`src/inc/ufc_defines.svh`:
```
// constants for the uart fifo level and flow control block
`ifndef UFC_DEFINES_SVH
`define UFC_DEFINES_SVH

// ************************************************************
// register offsets
// ************************************************************
`define UFC_ADDR_TX_LEVEL 5'h11
`define UFC_ADDR_RX_LEVEL 5'h12
`define UFC_ADDR_FLOW_CFG 5'h13
`define UFC_ADDR_RESUME1  5'h14

// ************************************************************
// reset values and sizes
// ************************************************************
`define UFC_BYTE_RESET    8'h00
`define UFC_FIFO_DEPTH    8'h80
`define UFC_COUNT_STEP    8'h01
`define UFC_THR_SHIFT     3
`define UFC_SEL_NONE      2'h0
`define UFC_SEL_PRIMARY   2'h2
`define UFC_SEL_SECONDARY 2'h1
`define UFC_SEL_ALL       2'h3

`endif

```
`src/inc/ufc_pkg.sv`:
```
// types shared by the uart fifo level and flow control block
package ufc_pkg;

  // flow_control_config layout, msb first as in the register
  typedef struct packed {
    logic [1:0] gen_select;           // chars sent for receiver flow control
    logic [1:0] cmp_select;           // chars compared on receive
    logic       soft_flow_enable;     // automatic xon/xoff
    logic       gpio_address_enable;  // gpio inputs form special char low nibble
    logic       auto_clear_to_send;   // transmitter follows cts
    logic       auto_request_to_send; // rts follows rx fill level
  } ufc_cfg_type;

  // flow_threshold_register layout
  typedef struct packed {
    logic [3:0] resume;  // resume level in units of eight words
    logic [3:0] halt;    // halt level in units of eight words
  } ufc_level_type;

  // three of the four flow control characters, the primary resume is a register
  typedef struct packed {
    logic [7:0] resume_sec;
    logic [7:0] halt_pri;
    logic [7:0] halt_sec;
  } ufc_chars_type;

endpackage

```
`src/logic/ufc_flow.sv`:
```
// fifo fill level reporting and automatic flow control of a uart
// Notes on behaviour
// - tx level register reports tx fifo words
// - rx level register reports rx fifo words
// - soft flow enable turns on xon/xoff control
// - received flow chars dropped only when generating
// - special detect without soft flow: no tx control
// - both on: primary flow, secondary special
// - gpio address: special low nibble from gpio
// - gpio address ignores halt secondary low nibble
// - auto cts stops and resumes the transmitter
// - any cts change raises the cts interrupt
// - auto rts follows rx fill thresholds
// - upper select bits choose generated characters
// - lower select bits choose compared characters
// - all select bits zero: no detection at all
// - primary resume register, eight bits, resets zero
// - thresholds are eight times the field
// - double char: primary low byte, secondary high
`timescale 1ns/1ps
`include "ufc_defines.svh"

module ufc_flow (
  input  wire logic                  clk_sys,
  input  wire logic                  sys_rst,
  // register port
  input  wire logic                  reg_wr,
  input  wire logic                  reg_rd,
  input  wire logic [4:0]            reg_addr,
  input  wire logic [7:0]            reg_wdata,
  output logic      [7:0]            reg_rdata_q,
  // fifo traffic
  input  wire logic                  tx_push,
  input  wire logic                  tx_pop,
  input  wire logic                  rx_pop,
  // receiver output before filtering
  input  wire logic                  rx_valid,
  input  wire logic [7:0]            rx_char,
  output logic                       rx_store_q,
  output logic      [7:0]            rx_store_data_q,
  output logic                       special_hit_q,
  // settings held elsewhere in the uart
  input  wire ufc_pkg::ufc_chars_type chars,
  input  wire ufc_pkg::ufc_level_type flow_threshold_register,
  input  wire logic                  special_detect_en,
  input  wire logic [3:0]            gpio_in,
  // modem lines and transmitter control
  input  wire logic                  cts_n,
  output logic                       tx_stop_q,
  output logic                       rts_n_q,
  output logic                       cts_change_irq_q,
  output logic                       send_halt_q,
  output logic                       send_resume_q,
  output logic      [15:0]           resume_word_q,
  output logic      [15:0]           halt_word_q
);

  // ************************************************************
  // state
  // ************************************************************
  ufc_pkg::ufc_cfg_type cfg_q, cfg_d;       // flow_control_config
  logic [7:0] resume_char_primary_q, resume_char_primary_d;
  logic [7:0] tx_level_q, tx_level_d;       // tx_fifo_fill_count
  logic [7:0] rx_level_q, rx_level_d;       // rx_fifo_fill_count
  logic [7:0] rdata_d;
  logic       rx_store_d, special_hit_d;
  logic [7:0] rx_store_data_d;
  logic       xoff_seen_q, xoff_seen_d;     // far end told us to halt
  logic       far_halted_q, far_halted_d;   // we told far end to halt
  logic       cts_last_q, cts_last_d;
  logic       tx_stop_d, rts_n_d, cts_irq_d;
  logic       send_halt_d, send_resume_d;
  logic [15:0] resume_word_d, halt_word_d;

  // ************************************************************
  // helpers
  // ************************************************************
  // threshold in words from a four bit field
  function automatic logic [7:0] thr(input logic [3:0] f);
    thr = 8'(f) << `UFC_THR_SHIFT;
  endfunction

  logic [7:0] halt_thr, resume_thr, halt2_eff;
  logic       flow_p, flow_s, sp_p, sp_s;
  logic       hit_halt, hit_resume, hit_special, rx_fc_on, tx_fc_on;
  logic       tx_inc, tx_dec, rx_inc, rx_dec;

  // ************************************************************
  // character matching
  // ************************************************************
  always_comb begin
    halt_thr   = thr(flow_threshold_register.halt);
    resume_thr = thr(flow_threshold_register.resume);
    // low nibble from gpio, stored nibble neglected
    halt2_eff = cfg_q.gpio_address_enable ?
                {chars.halt_sec[7:4], gpio_in} : chars.halt_sec;
    // with both enables the pairs split between the two uses
    flow_p = cfg_q.soft_flow_enable & cfg_q.cmp_select[1];
    flow_s = cfg_q.soft_flow_enable & ~special_detect_en & cfg_q.cmp_select[0];
    sp_p   = special_detect_en & ~cfg_q.soft_flow_enable & cfg_q.cmp_select[1];
    sp_s   = special_detect_en & cfg_q.cmp_select[0];
    hit_halt    = (flow_p & (rx_char == chars.halt_pri)) |
                  (flow_s & (rx_char == halt2_eff));
    hit_resume  = (flow_p & (rx_char == resume_char_primary_q)) |
                  (flow_s & (rx_char == chars.resume_sec));
    hit_special = (sp_p & ((rx_char == resume_char_primary_q) | (rx_char == chars.halt_pri))) |
                  (sp_s & ((rx_char == chars.resume_sec) | (rx_char == halt2_eff)));
    rx_fc_on = cfg_q.soft_flow_enable & (cfg_q.gen_select != `UFC_SEL_NONE);
    tx_fc_on = cfg_q.soft_flow_enable;
  end

  // ************************************************************
  // next state
  // ************************************************************
  always_comb begin
    cfg_d                 = cfg_q;
    resume_char_primary_d = resume_char_primary_q;
    // register writes, read-only offsets ignore the write
    if (reg_wr) begin
      case (reg_addr)
        `UFC_ADDR_FLOW_CFG: cfg_d = ufc_pkg::ufc_cfg_type'(reg_wdata);
        `UFC_ADDR_RESUME1:  resume_char_primary_d = reg_wdata;
        default: ;
      endcase
    end
    // registered read data, unmapped reads as zero
    rdata_d = reg_rdata_q;
    if (reg_rd) begin
      case (reg_addr)
        `UFC_ADDR_TX_LEVEL: rdata_d = tx_level_q;
        `UFC_ADDR_RX_LEVEL: rdata_d = rx_level_q;
        `UFC_ADDR_FLOW_CFG: rdata_d = cfg_q;
        `UFC_ADDR_RESUME1:  rdata_d = resume_char_primary_q;
        default:            rdata_d = `UFC_BYTE_RESET;
      endcase
    end
    // receive filter: flow chars dropped only when we generate them
    rx_store_d      = rx_valid & ~(rx_fc_on & (hit_halt | hit_resume));
    rx_store_data_d = rx_char;
    special_hit_d   = rx_valid & hit_special;
    // level counters, blocked pushes at full and pops at empty
    tx_inc = tx_push & (tx_level_q != `UFC_FIFO_DEPTH);
    tx_dec = tx_pop & (tx_level_q != `UFC_BYTE_RESET);
    rx_inc = rx_store_d & (rx_level_q != `UFC_FIFO_DEPTH);
    rx_dec = rx_pop & (rx_level_q != `UFC_BYTE_RESET);
    tx_level_d = tx_level_q;
    if (tx_inc & ~tx_dec) begin
      tx_level_d = tx_level_q + `UFC_COUNT_STEP;
    end else if (tx_dec & ~tx_inc) begin
      tx_level_d = tx_level_q - `UFC_COUNT_STEP;
    end
    rx_level_d = rx_level_q;
    if (rx_inc & ~rx_dec) begin
      rx_level_d = rx_level_q + `UFC_COUNT_STEP;
    end else if (rx_dec & ~rx_inc) begin
      rx_level_d = rx_level_q - `UFC_COUNT_STEP;
    end
    // received xoff halts our transmitter, xon resumes it
    xoff_seen_d = xoff_seen_q;
    if (!tx_fc_on) begin
      xoff_seen_d = 1'b0;
    end else if (rx_valid & hit_halt) begin
      xoff_seen_d = 1'b1;
    end else if (rx_valid & hit_resume) begin
      xoff_seen_d = 1'b0;
    end
    // cts: any level change is an event
    cts_last_d = cts_n;
    cts_irq_d  = cts_n != cts_last_q;
    tx_stop_d  = (cfg_q.auto_clear_to_send & cts_n) | xoff_seen_q;
    // rts: halt level wins if both thresholds are met
    rts_n_d = rts_n_q;
    if (!cfg_q.auto_request_to_send) begin
      rts_n_d = 1'b0;
    end else if (rx_level_q >= halt_thr) begin
      rts_n_d = 1'b1;
    end else if (rx_level_q <= resume_thr) begin
      rts_n_d = 1'b0;
    end
    // xoff/xon requests towards the transmitter
    send_halt_d   = 1'b0;
    send_resume_d = 1'b0;
    far_halted_d  = far_halted_q;
    if (!rx_fc_on) begin
      far_halted_d = 1'b0;
    end else if (!far_halted_q && rx_level_q >= halt_thr) begin
      send_halt_d  = 1'b1;
      far_halted_d = 1'b1;
    end else if (far_halted_q && rx_level_q <= resume_thr) begin
      send_resume_d = 1'b1;
      far_halted_d  = 1'b0;
    end
    // characters the transmitter sends, double pair primary low
    case (cfg_q.gen_select)
      `UFC_SEL_PRIMARY: begin
        resume_word_d = {`UFC_BYTE_RESET, resume_char_primary_q};
        halt_word_d   = {`UFC_BYTE_RESET, chars.halt_pri};
      end
      `UFC_SEL_SECONDARY: begin
        resume_word_d = {`UFC_BYTE_RESET, chars.resume_sec};
        halt_word_d   = {`UFC_BYTE_RESET, chars.halt_sec};
      end
      `UFC_SEL_ALL: begin
        resume_word_d = {chars.resume_sec, resume_char_primary_q};
        halt_word_d   = {chars.halt_sec, chars.halt_pri};
      end
      default: begin
        resume_word_d = {`UFC_BYTE_RESET, `UFC_BYTE_RESET};
        halt_word_d   = {`UFC_BYTE_RESET, `UFC_BYTE_RESET};
      end
    endcase
  end

  // ************************************************************
  // registers
  // ************************************************************
  // synchronous reset clears everything to its documented value except cts_last_q, which loads cts_n
  always_ff @(posedge clk_sys) begin
    if (sys_rst) begin
      cfg_q                 <= ufc_pkg::ufc_cfg_type'(`UFC_BYTE_RESET);
      resume_char_primary_q <= `UFC_BYTE_RESET;
      tx_level_q            <= `UFC_BYTE_RESET;
      rx_level_q            <= `UFC_BYTE_RESET;
      reg_rdata_q           <= `UFC_BYTE_RESET;
      rx_store_q            <= 1'b0;
      rx_store_data_q       <= `UFC_BYTE_RESET;
      special_hit_q         <= 1'b0;
      xoff_seen_q           <= 1'b0;
      far_halted_q          <= 1'b0;
      cts_last_q            <= cts_n; // follow the pin so release shows no false change
      cts_change_irq_q      <= 1'b0;
      tx_stop_q             <= 1'b0;
      rts_n_q               <= 1'b0;
      send_halt_q           <= 1'b0;
      send_resume_q         <= 1'b0;
      resume_word_q         <= {`UFC_BYTE_RESET, `UFC_BYTE_RESET};
      halt_word_q           <= {`UFC_BYTE_RESET, `UFC_BYTE_RESET};
    end else begin
      cfg_q                 <= cfg_d;
      resume_char_primary_q <= resume_char_primary_d;
      tx_level_q            <= tx_level_d;
      rx_level_q            <= rx_level_d;
      reg_rdata_q           <= rdata_d;
      rx_store_q            <= rx_store_d;
      rx_store_data_q       <= rx_store_data_d;
      special_hit_q         <= special_hit_d;
      xoff_seen_q           <= xoff_seen_d;
      far_halted_q          <= far_halted_d;
      cts_last_q            <= cts_last_d;
      cts_change_irq_q      <= cts_irq_d;
      tx_stop_q             <= tx_stop_d;
      rts_n_q               <= rts_n_d;
      send_halt_q           <= send_halt_d;
      send_resume_q         <= send_resume_d;
      resume_word_q         <= resume_word_d;
      halt_word_q           <= halt_word_d;
    end
  end
endmodule

```
`config.mk`:
```
export PLATFORM = sky130hd
export DESIGN_NAME = ufc_flow
export DESIGN_NICKNAME = d
export VERILOG_FILES = /design/src/inc/ufc_pkg.sv /design/src/logic/ufc_flow.sv
export VERILOG_INCLUDE_DIRS = /design/src /design/src/inc
export SDC_FILE = /design/constraint.sdc
export NUM_CORES = 1
export LEC_CHECK = 0
export BUFFER_PORTS_ARGS = -buffer_cell sky130_fd_sc_hd__buf_2
export CORE_MARGIN = 5
export CORE_UTILIZATION = 40
export CTS_CLUSTER_DIAMETER = 150
export DETAILED_ROUTE_END_ITERATION = 16
export PLACE_DENSITY_LB_ADDON = 0.08
export SLEW_MARGIN = 0
export SYNTH_ARGS = -nofsm -noshare
export SYNTH_HDL_FRONTEND = slang
export SYNTH_SLANG_ARGS = --single-unit
export TNS_END_PERCENT = 1
```
`constraint.sdc`:
```
create_clock -name clk_sys -period 4.8 [get_ports clk_sys]
set_clock_uncertainty 0.05 [all_clocks]
set_input_delay 1.44 -clock clk_sys [delete_from_list [all_inputs] [get_ports clk_sys]]
set_output_delay 1.44 -clock clk_sys [all_outputs]
set_load 0.03 [all_outputs]
```
== Word-level counts from Yosys, hierarchy flattened ==
Index checks and enable logic that the tools add are counted.

* Input bits: 67
* Output and inout port bits: 55
* Word-level logic and storage cells: 119
* Register bits after elaboration: 90

* Order comparisons: 2
* Eq/ne operators: 14
* $add $sub $neg: 4
* Reductions and logical operators: 17
* Muxes and demuxes: 16
* Bitwise operators: 43

{| class="wikitable"
|+ Operator list
! operator !! number
|-
| 16-bit one-hot mux with 3 select lines || 2
|-
| 8-bit == test || 4
|-
| 8-bit two-way mux || 4
|-
| 8-bit one-hot mux with 4 select lines || 1
|-
| 1-bit bitwise AND || 27
|-
| 5-bit == test (second input constant) || 4
|-
| 8-bit by 1-bit adder with 8-bit output (second input constant) || 2
|-
| 8-bit != test (second input constant) || 2
|-
| 8-bit nonzero test || 2
|-
| 8-bit by 1-bit subtractor with 8-bit output (second input constant) || 2
|-
| 2-bit nonzero test || 6
|-
| 1-bit NOT || 9
|-
| 8-bit by 7-bit >= comparator with 1-bit output || 1
|-
| 8-bit by 7-bit less-or-equal comparator with 1-bit output || 1
|-
| 1-bit two-way mux || 8
|-
| 1-bit OR || 7
|-
| 2-bit OR reduction || 3
|-
| 2-bit == test (second input constant) || 2
|-
| 4-bit two-way mux || 1
|-
| 2-bit AND reduction || 2
|-
| 3-bit OR reduction || 1
|-
| 2-bit by 1-bit == test with 1-bit output (second input constant) || 1
|-
| 1-bit logical AND || 2
|-
| 1-bit logical NOT || 1
|-
| 1-bit != test || 1
|}

== Logic depth before layout (Yosys ltp) ==
* Word-level depth: 14
* Depth in mapped cells: 16
* Depth with buffers taken out: 15

== Least setup slack after synthesis ==
Ideal clock, no wire load.

* Kind: input-to-reg
* Start: in rx_char[5]
* End: reg rx_level_q[7]
* Arrival: 4265 ps
* Library setup time: 70 ps
* Buffers on the path: 1
* Required time: 4680 ps
* Setup slack: 415 ps
* Stages on the path: 16
* Path through: buf_2 xor2_1 nor4_1 nand2_1 o32ai_2 o221a_2 nor2_1 ha_1 inv_1 ha_1 a21oi_2 o211ai_2 o41ai_2 xnor2_1 or3_1 a21oi_1

* Longest elaborated chain between the ends: 11
* Elaborated cells between the ends (all ways): 20
* Those cells by class: eq/ne: 4; mux: 1; bitwise: 14; reduce/logical: 1

{| class="wikitable"
|+ Ends and longest elaborated chain
! what !! RTL line !! source
|-
| start, declared || ufc_flow.sv:38 || <nowiki>input wire logic [7:0] rx_char,</nowiki>
|-
| 8-bit == test, on equally long branches || n/a ||
|-
| 1-bit bitwise AND, on equally long branches || n/a ||
|-
| 1-bit OR, on equally long branches || ufc_flow.sv:102, ufc_flow.sv:104 ||
|-
| 1-bit OR * || ufc_flow.sv:138 || <nowiki>rx_store_d = rx_valid & ~(rx_fc_on & (hit_halt | hit_resume));</nowiki>
|-
| 1-bit bitwise AND * || ufc_flow.sv:138 ||
|-
| 1-bit NOT * || ufc_flow.sv:138 ||
|-
| 1-bit bitwise AND * || ufc_flow.sv:138 ||
|-
| 1-bit bitwise AND * || ufc_flow.sv:144 || <nowiki>rx_inc = rx_store_d & (rx_level_q != `UFC_FIFO_DEPTH);</nowiki>
|-
| 1-bit NOT || ufc_flow.sv:155 || <nowiki>end else if (rx_dec & ~rx_inc) begin</nowiki>
|-
| 1-bit bitwise AND || ufc_flow.sv:155 ||
|-
| 2-bit nonzero test (no line) || n/a ||
|-
| end signal, assigned || ufc_flow.sv:223 || <nowiki>rx_level_q <= `UFC_BYTE_RESET;</nowiki>
|-
| end signal, assigned || ufc_flow.sv:242 || <nowiki>rx_level_q <= rx_level_d;</nowiki>
|-
| end, declared || ufc_flow.sv:64 || <nowiki>logic [7:0] rx_level_q, rx_level_d;</nowiki>
|}

Mark *: on every way between the ends. The rest lies on a longest branch, timed or not.
A chain may end at the register's enable or synchronous reset.

== Worst setup path after layout ==
Ends and elaborated chain as after synthesis.

==> reports/results.txt <==
RSZ-0062 raised after global routing = false
Fin crit period = 4.37 ns
Worst Path Required = 5.05 ns
Final Hold Vio Count = 0
Starting Density = 0.409
Worst Tran Pin Value = 1.14 ns
Drt via density = 5.30
Setup crit end kind = flop
Endpoints failing setup = 0
Number of remaining DRC errors = 0
Pwr Density = 436 mW/mm^2
Commonest non-fill, non-tap cell in the layout = buf_2
Fillers = 1079
Seq cells post-synth = 90
Detailed Route Iter0 Violations = 246
Area after DPL = 0.00508 mm^2
WS Path Type = in -> reg
Setup slack at placement = 0.0630 ns
Fin area = 0.00529 mm^2
Clk_lat worst skew = 0.37 ns
EDFF count, synth = 0
Row cnt = 38
Clock buffer depth = 2
Util after Layout = 0.488
Leak = 2.44 nW
Seq/Total Area, Yosys = 0.406
Sink Count = 90
Syn_nets = 582
Post-synth top flop = dfxtp_1
Cell variety after synth = 46
Crit start category = input pin
Peak supply drop = 171 uV
Pin count of the biggest net entering global routing = 33
Synth Cell Area = 0.00443 mm^2
I/O Pins = 122
Final worst setup slack = 0.429 ns
Antenna viol nets, final = 0
Worst min-delay path class = reg -> reg
Nets = 683
Fin Setup TNS = 0 ns
H-Tree Depth = 3
Initial antenna violation count = 0
Root buffer cell = clkbuf_8
Post-CTS Hold Fix Bufs = 0
Synthesis warning total = 0
Die W = 115 um
First-pass GRT wire length = 19200 um
Die Area = 0.0133 mm^2
Worst-path fanout max = 7
Placer Congestion = 0.844
Fin. max-slew vios = 0
Synthesis-to-layout area growth = 19.2%
Routed wire length = 12100 um
IO Port Bufs = 121
Clock slew at reported path FFs = 0.10 ns
Grt ovf = 0
Leading cell types in the layout, fill and taps excluded = buf_2, dfxtp_1, nor2_1, a21oi_1, nand2_1
Total GRT Usage = 0.183
Core area = 0.0108 mm^2
CTS tree = built
Data arrival time of the worst path = 4.63 ns
Slew headroom = 0.239
Share of layout cells above drive strength 1 = 0.253
Routed WL per cell = 16.4 um
Vias = 3913
Fmax = 229 MHz
Max-cap violation count = 0
Resized cells post-CTS = 0
Setup bufs post-CTS = 0
Detailed-placement wirelength estimate = 9350 um
Die Span Y = 115 um
Tcrit/Tclk final = 0.911
CTS Buf Count = 9
First-pass DRT Iterations = 5
Vias in the first global route = 3798
Cells after Synth = 491
Mean Syn Cell Area = 9.03 um^2
Status = complete, no violations
Ys async rst share = 0
[report_power, final]
part	total [W]	internal, W	switching (W)
clock	0.000543	0.000247	0.000297
sequential	0.000904	0.000809	0.0000949
combinational	0.000860	0.000395	0.000465
[area by class of cell]
cell class / count / area [um^2] / share of cell area
inverters: 15 / 56.3 / 0.0107
clock inverters: 6 / 72.6 / 0.0137
repair buffers: 123 / 621 / 0.117
flip-flops and latches: 90 / 1800 / 0.341
clock buffers: 10 / 128 / 0.0241
well taps: 140 / 175 / 0.0331
diodes: 1 / 2.50 / 0.000473
multi-input cells: 353 / 2430 / 0.460
[final timing paths]
path,startpoint,slack [ns],cells after the start,to
min reg2reg,far_halted_q$_SDFFE_PP0P_,0.42,1,send_halt_q$_SDFF_PP0_
min,far_halted_q$_SDFFE_PP0P_,0.42,1,send_halt_q$_SDFF_PP0_
max reg2reg,cfg_q[2]$_SDFFE_PP0P_,1.13,15,rx_level_q[7]$_SDFFE_PP0P_
max,rx_char[5],0.43,16,rx_level_q[7]$_SDFFE_PP0P_
[per-layer routing]
metal | up-vias | share of wire | GRT usage
met5 | - | 0 | 0
met4 | 0 | 0.021 | 0.0720
met3 | 21 | 0.065 | 0.0321
met2 | 110 | 0.49 | 0.312
met1 | 1843 | 0.43 | 0.229
li1 | 1939 | - | -
[cell usage after synthesis (all sizes together), types with 5 or more instances]
library cell / instances / share of area
inv: 15 / 0.013
clkbuf: 19 / 0.017
o21ai: 13 / 0.015
xor2: 28 / 0.055
ha: 22 / 0.062
nor3: 6 / 0.0068
nor4: 7 / 0.0099
a21oi: 42 / 0.049
mux2i: 8 / 0.018
dfxtp: 90 / 0.41
nor2b: 22 / 0.031
and3: 19 / 0.027
a221o: 8 / 0.018
buf: 14 / 0.018
nand3: 24 / 0.027
nor2: 40 / 0.034
xnor2: 18 / 0.036
nor4b: 5 / 0.0099
a22o: 24 / 0.048
nand2: 32 / 0.027
[state kept, by name, summed over array words and instances, names as in the netlist]
name                   count
tx_level_q                 8
far_halted_q               1
rx_level_q                 8
resume_char_primary_q      8
cts_last_q                 1
send_resume_q              1
tx_fc_on                   1
send_halt_q                1
rx_store_data_q            8
rx_store_q                 1
resume_word_q             16
xoff_seen_q                1
reg_rdata_q                8
rts_n_q                    1
tx_stop_q                  1
cfg_q                      7
cts_change_irq_q           1
special_hit_q              1
halt_word_q               16
[metrics by stage]
| step | instances | total power (W) | hold slack, ns |
|---|---|---|---|
| 4_1_cts | 737 | 0.00233 | 0.422 |
| 3_5_place_dp | 721 | 0.00178 | 0.405 |
| 2_1_floorplan | 491 | 0.00159 | 0.375 |
| 6_report | 738 | 0.00231 | 0.418 |
| 3_3_place_gp | 721 | 0.00176 | 0.402 |
| 5_1_grt | 737 | 0.00249 | 0.447 |
[logic make-up after synthesis]
| group | after synthesis | share of synthesized area |
|---|---|---|
| AOI/OAI and AO/OA | 106 | 0.170 |
| adders and majority gates | 24 | 0.0711 |
| xor gates and xnor gates | 46 | 0.0909 |
| and+or+nand+nor | 169 | 0.196 |
| muxes | 8 | 0.0181 |
| DFF | 90 | 0.406 |
| buffers and inverters | 48 | 0.0474 |
[worst max-delay path, stage by stage]
cell and delay, ns:
buf_2 0.15, xor2_1 0.15, nor4_1 0.33, nand2_1 0.13, o32ai_2 0.29, o221a_2 0.27
nor2_1 0.05, ha_1 0.22, inv_1 0.21, ha_1 0.29, a21oi_2 0.17, o211ai_2 0.12
o41ai_2 0.24, xnor2_1 0.11, or3_1 0.32, a21oi_1 0.14
No activity file was read; power rests on OpenSTA's default activity.
